==> config.mk <==
export PLATFORM = sky130hd
export DESIGN_NAME = pcpd_top
export DESIGN_NICKNAME = d
export VERILOG_FILES = /design/src/core/pcpd_pkg.sv /design/src/core/pcpd_hold.sv /design/src/core/pcpd_top.sv
export SDC_FILE = /design/constraint.sdc
export NUM_CORES = 1
export LEC_CHECK = 0
export BUFFER_PORTS_ARGS = -buffer_cell sky130_fd_sc_hd__buf_2
export CORE_MARGIN = 1
export CORE_UTILIZATION = 52
export CTS_BUF_LIST = sky130_fd_sc_hd__clkbuf_4
export DETAILED_ROUTE_END_ITERATION = 7
export PLACE_DENSITY_LB_ADDON = 0.3
export SLEW_MARGIN = 20
export SYNTH_ARGS = -nofsm -noshare
export SYNTH_HDL_FRONTEND = slang
export SYNTH_SLANG_ARGS = --single-unit
==> constraint.sdc <==
create_clock -name mclk -period 2.66 [get_ports mclk]
set_input_delay 0.532 -clock mclk [delete_from_list [all_inputs] [get_ports mclk]]
set_output_delay 0.532 -clock mclk [all_outputs]
set_load 0.02 [all_outputs]
==> src/core/pcpd_pkg.sv <==
// Purpose: Constants for the pin-controlled power-down block
// Assumes: mclk at 100 MHz
// Notes: Behaviour list below
// Behaviour
// - Two pins, either may request sleep
// - Sleep function fixed by configuration parameter
// - High level on sleep pin requests sleep
// - Outputs and logic state held while asleep
// - Outputs in high-impedance stay high-impedance
// - Inputs ignored while asleep except request and any sleep pin not used for sleep
// - Pin hold latches keep last level asleep
// - Sleep pin input path hidden from logic
// - Sleep pin macrocell output resources stay usable
// - Wake within one microsecond after pin low
package pcpd_pkg;
  localparam int unsigned CLK_PERIOD_NS = 10;
  localparam int unsigned WAKE_MAX_US   = 1;
  // Longest time rounds down
  localparam int unsigned WAKE_CYCLES   = (WAKE_MAX_US * 1000) / CLK_PERIOD_NS;
  localparam int unsigned WAKE_USED     = WAKE_CYCLES / 2;
  localparam int unsigned CNT_W         = 8;
  localparam logic [7:0]  WAKE_LOAD     = 8'(WAKE_USED);
endpackage

==> src/core/pcpd_hold.sv <==
`timescale 1ns/1ps
// Purpose: Per-pin hold latch with freeze control
// Assumes: Sampled, synchronous data
// Notes: Keeps last value while freeze is high
module pcpd_hold #(
  parameter int unsigned W = 8
) (
  // Clock and reset
  input  wire logic         mclk,
  input  wire logic         rst,
  // Control
  input  wire logic         freeze,
  // Data
  input  wire logic [W-1:0] d,
  output logic      [W-1:0] q
);
  typedef struct packed {
    logic [W-1:0] val;
  } pcpd_hold_s;
  pcpd_hold_s s_q, s_d;

  always_comb begin
    s_d = s_q;
    if (!freeze) begin
      s_d.val = d;
    end
  end

  always_ff @(posedge mclk or posedge rst) begin
    if (rst) begin
      s_q <= '0;
    end else begin
      s_q <= s_d;
    end
  end

  assign q = s_q.val;
endmodule // pcpd_hold

==> src/core/pcpd_top.sv <==
`timescale 1ns/1ps
// Purpose: Pin-controlled power-down freeze of a logic core's pins
// Assumes: User core runs on mclk; pins asynchronous to it
// Notes: Core outputs and enables are frozen while asleep
module pcpd_top #(
  parameter int unsigned IN_W   = 8,
  parameter int unsigned OUT_W  = 8,
  parameter bit          USE_PIN_A = 1'b1,
  parameter bit          USE_PIN_B = 1'b0
) (
  // Clock and reset
  input  wire logic             mclk,
  input  wire logic             rst,
  // Sleep request pins, with their normal input use
  input  wire logic             sleep_request_pin_a,
  input  wire logic             sleep_request_pin_b,
  // Device input pins
  input  wire logic [IN_W-1:0]  pin_in,
  // Core side: values seen by the logic array
  output logic      [IN_W-1:0]  core_in,
  output logic                  core_pin_a_in,
  output logic                  core_pin_b_in,
  output logic                  core_clk_en,
  // Core side: what the array wants to drive
  input  wire logic [OUT_W-1:0] core_out,
  input  wire logic [OUT_W-1:0] core_oe,
  // Device output pins
  output logic      [OUT_W-1:0] pin_out,
  output logic      [OUT_W-1:0] pin_oe,
  // Status
  output logic                  asleep
);
  typedef struct packed {
    logic [1:0]            a_sync;
    logic [1:0]            b_sync;
    logic [IN_W-1:0]       in_s1;
    logic [IN_W-1:0]       in_s2;
    logic                  sleep;
    logic                  waking;
    logic [pcpd_pkg::CNT_W-1:0] cnt;
    logic [OUT_W-1:0]      out;
    logic [OUT_W-1:0]      oe;
    logic                  pa;
    logic                  pb;
    logic                  clk_en;
  } pcpd_top_s;
  pcpd_top_s s_q, s_d;

  logic req;
  logic frozen;
  logic [IN_W-1:0] held_in;

  // Sleep when any enabled pin is high
  assign req = (USE_PIN_A && s_q.a_sync[1]) || (USE_PIN_B && s_q.b_sync[1]);
  assign frozen = s_q.sleep || s_q.waking;

  // Input pins keep last level while asleep
  pcpd_hold #(.W(IN_W)) u_hold (
    .mclk   (mclk),
    .rst    (rst),
    .freeze (frozen),
    .d      (s_q.in_s2),
    .q      (held_in)
  );

  always_comb begin
    s_d        = s_q;
    s_d.a_sync = {s_q.a_sync[0], sleep_request_pin_a};
    s_d.b_sync = {s_q.b_sync[0], sleep_request_pin_b};
    s_d.in_s1  = pin_in;
    s_d.in_s2  = s_q.in_s1;
    if (req) begin
      s_d.sleep  = 1'b1;
      s_d.waking = 1'b0;
    end else if (s_q.sleep) begin
      s_d.sleep  = 1'b0;
      s_d.waking = 1'b1;
      s_d.cnt    = pcpd_pkg::WAKE_LOAD;
    end else if (s_q.waking) begin
      if (s_q.cnt == '0) begin
        s_d.waking = 1'b0;
      end else begin
        s_d.cnt = s_q.cnt - 1'b1;
      end
    end
    // Freeze output data and enables, high-impedance kept too
    if (!frozen && !req) begin
      s_d.out = core_out;
      s_d.oe  = core_oe;
    end
    // Pin input path is hidden when used as sleep control
    s_d.pa     = USE_PIN_A ? 1'b0 : s_q.a_sync[1];
    s_d.pb     = USE_PIN_B ? 1'b0 : s_q.b_sync[1];
    // Array clock stops so core registers keep their state
    s_d.clk_en = !(frozen || req);
  end

  always_ff @(posedge mclk or posedge rst) begin
    if (rst) begin
      s_q <= '0;
    end else begin
      s_q <= s_d;
    end
  end

  // Output pin resources stay usable regardless of sleep pin role
  assign pin_out       = s_q.out;
  assign pin_oe        = s_q.oe;
  assign core_in       = held_in;
  assign core_pin_a_in = s_q.pa;
  assign core_pin_b_in = s_q.pb;
  assign core_clk_en   = s_q.clk_en;
  assign asleep        = s_q.sleep;
endmodule // pcpd_top

==> results.md <==
| Item | Reported |
|:---|:---|
| Number of clock buffers inserted by TritonCTS | 5 |
| Dominant cell by count in the synthesized netlist | dfrtp_1 |
| Worst Clk Skew | 0.00702 ns |
| Endpoint class of the critical path | flip-flop |
| Iteration-0 DRC count of the detailed router | 76 |
| Smallest hold slack | 0.248 ns |
| Hold Crit Class | in2reg |
| Fraction of layout instances using a drive strength above 1 | 50.3% |
| Number of nets in the final layout | 217 |
| Worst path slowest cell | dfrtp_1 |
| Detail-routed via count per cell | 5.09 |
| Area share of fa/ha/maj cells after synthesis | 0.591% |
| Die Span Y | 65.8 um |
| Dominant cells by area after synthesis | dfrtp_1 66%, mux2_2 13%, buf_4 6.0% |
| Xor-xnor portion of the synthesized cell area | 0% |
| Total DRC errors in the routed layout | 0 |
| WL final | 3220 um |
| Aggregate negative setup slack | 0 ns |
| Multiplexer share of the synthesized area | 12.8% |
| Initial antenna violation count | 0 |
| Yosys top cell area share | 66.2% |
| Endpoints failing setup | 0 |
| Count of input and output buffers | 54 |
| Largest vdd supply drop | 0.440 mV |
| Fmax | 0.581 GHz |
| Worst Path Max Fanout | 7 |
| Setup repair after global routing missed its margin | no |
| End of the critical path | s_q[23] |
| Register-to-register path setup slack | 0.94 ns |
| Cell accounting for the most synthesized area | dfrtp_1 |
| Via Count | 1207 |
| Library cell used as clock root buffer | clkbuf_4 |
| Num Clock Sinks | 56 |
| Max Slew Vio Count | 0 |
| Maximum number of pins on one net before global-route repair | 57 |
| Deepest clock path buffer count | 2 |
| Share of the yosys chip area belonging to registers | 66.2% |
| Fraction of registers with async set or reset after synthesis | 100% |
| Clock-pin transition on the worst setup and hold timing paths | 0.15 ns |
| Simple-Gate Fraction of Synth Area | 6.21% |
| Overall track demand over capacity in global routing | 17.6% |
| Cell-by-cell trace of the critical path | inv_1, ha_1, nor4b_4, a211o_1, inv_2, nand2_1, o2bb2ai_1 |
| PD cells | 750 nW/um2 |
| Number of nets produced by synthesis | 173 |
| Worst setup path class | reg2reg |
| Setup Slack @ Placement | 0.973 ns |
| Arr. time, crit path | 2.02 ns |
| Standard-cell rows | 22 |
| Actual transition at the worst max-transition pin | 0.651 ns |
| Post-synthesis instance area | 2120 um2 |
| Clock latency on the worst-skew pair | 0.37 ns |
| Fraction of the mapped netlist area in compound gates | 6.03% |
| Period utilisation layout | 64.7% |
| Post-cts sizing count | 0 |
| Max incr delay on CP | 0.42 ns |
| R2R depth | 7 |
| Starting density of the core | 56.1% |
| Full die area | 4330 um2 |
| Core Footprint | 3770 um2 |
| Half-perimeter wire length after detailed placement | 2270 um |
| Power, Total | 0.00178 W |
| Post-CTS Setup Bufs | 0 |
| Average cell area after synthesis | 14.7 um2 |
| Register bit total from synthesis | 56 |
| Number of library cell types mapped by synthesis | 28 |
| Element type at the critical path start | flip-flop |
| Total iterations of the first detailed-routing run | 4 |
| Number of standard cells after synthesis | 144 |
| Headroom to the max-slew limit | 56.6% |
| Gpl congestion | 0.763 |
| Quantity of hold-fixing buffers added after cts | 0 |
| Leakage dissipation | 1.11 nW |
| H-tree lvl count | 2 |
| Post-layout min period | 1.72 ns |
| Wire length per cell after detailed routing | 13.6 um |
| Antenna diode count | 0 |
| Via count of the first global-routing pass | 1213 |
| TritonCTS clock tree | yes |
| Final worst slack | 0.939 ns |
| Post-synthesis to final-layout area growth | 12.1% |
| Origin of the critical flop-to-flop path | s_q[19] |
| Dominant combinational cell family by area after synthesis | multiplexers |
| Source of the critical timing path | s_q[19] |
| Grt total ovfl | 0 |
| I/O Pins | 56 |
| Hold path startpoint | pin_in[2] |
| Most instantiated flip-flop cell in the synthesis netlist | dfrtp_1 |
| Outcome | complete, no violations |
| Die span in x | 65.8 um |
| Count of nets left with antenna violations after detail routing | 0 |
| Count of flip-flops with a built-in enable after synthesis | 0 |
| Top cell types by occurrence after synthesis | 56 x dfrtp_1, 24 x mux2_2, 17 x buf_4, 5 x a31oi_1, 5 x nand2_1 |
| Yosys warning total | 0 |
| Final Hold Fails | 0 |
| WP data required | 2.96 ns |
| Global-route wire length before repair | 5530 um |
| Critical register-to-register path endpoint | s_q[23] |
| Max-cap violations | 0 |
-- how the worst min path moves through the flow --
stage | slack (ns) | cells past startpoint | to
3_5_place_dp | 0.33 | 0 | req
3_3_place_gp | 0.33 | 0 | s_q[33]
2_1_floorplan | 0.33 | 0 | core_pin_b_in
6_report | 0.25 | 1 | s_d[31]
5_1_grt | 0.21 | 1 | s_d[46]
4_1_cts | 0.22 | 1 | s_d[34]
-- cells by family (layout without fill, tap and decap cells) --
kind of cell    Yosys count  count (layout)
fa+ha+maj                 1               1
mux                      24              24
flops                    56              56
other cells               1               1
buf+inv                  24              69
compound gates           18              18
simple gates             20              20
-- sequential cells by signal, summed over array words and instances (netlist names) --
register,cells
pin_out,8
pin_oe,8
asleep,1
req,1
core_clk_en,1
core_pin_b_in,1
u_hold.q,8
s_q,17
s_d,11
-- critical path: cells and delay by family, from the launching register on --
kind / cells / cell delay [ns]
and+or+nand+nor: 2 / 0.43
adders and majority gates: 1 / 0.22
buffers and inverters: 2 / 0.19
DFF: 1 / 0.42
AOI/OAI and AO/OA: 2 / 0.40
-- per-layer routing --
metal  global-route usage [%]  vias to the layer above  wire (um)
met5                        0                        -          0
met4                     8.70                        0         75
met3                     6.03                       11        195
met2                     26.9                       42       1630
met1                     22.2                      587       1320
li1                         -                      567          -
-- cells in the final DEF (no fill, tap or decap), types with 2 or more instances in the layout --
cell type / Yosys / routed
buf_2: 0 / 54
o21ai_0: 3 / 3
dfrtp_1: 56 / 56
nand2b_1: 4 / 4
clkbuf_4: 0 / 5
nor2_1: 3 / 3
a21oi_1: 3 / 3
inv_1: 4 / 3
buf_4: 17 / 2
a31oi_1: 5 / 5
mux2_2: 24 / 24
inv_2: 1 / 2
nor3_1: 2 / 2
nand2_1: 5 / 5
-- cell type report --
class | count | area [um2]
repair buffers | 56 | 285
well taps | 48 | 60.1
multi-input cells | 64 | 546
fillers | 280 | 1400
clock buffers | 5 | 37.5
clock inverters | 3 | 22.5
inverters | 5 | 18.8
flip-flops and latches | 56 | 1400
-- power breakdown --
| group | switching, W | total, W | internal (W) |
|---|---|---|---|
| clock | 0.000257 | 0.000364 | 0.000107 |
| sequential | 0.0000837 | 0.00105 | 0.000963 |
| combinational | 0.000208 | 0.000366 | 0.000159 |
-- stage by stage --
stage	instance area [um2]	utilization, %	std cells
global placement	2310	61.3	229
finish	2370	62.9	237
CTS	2370	62.9	237
global route	2370	62.9	237
floorplan	2120	-	144
detailed placement	2310	61.3	229
(Power assumes the default switching activity.)
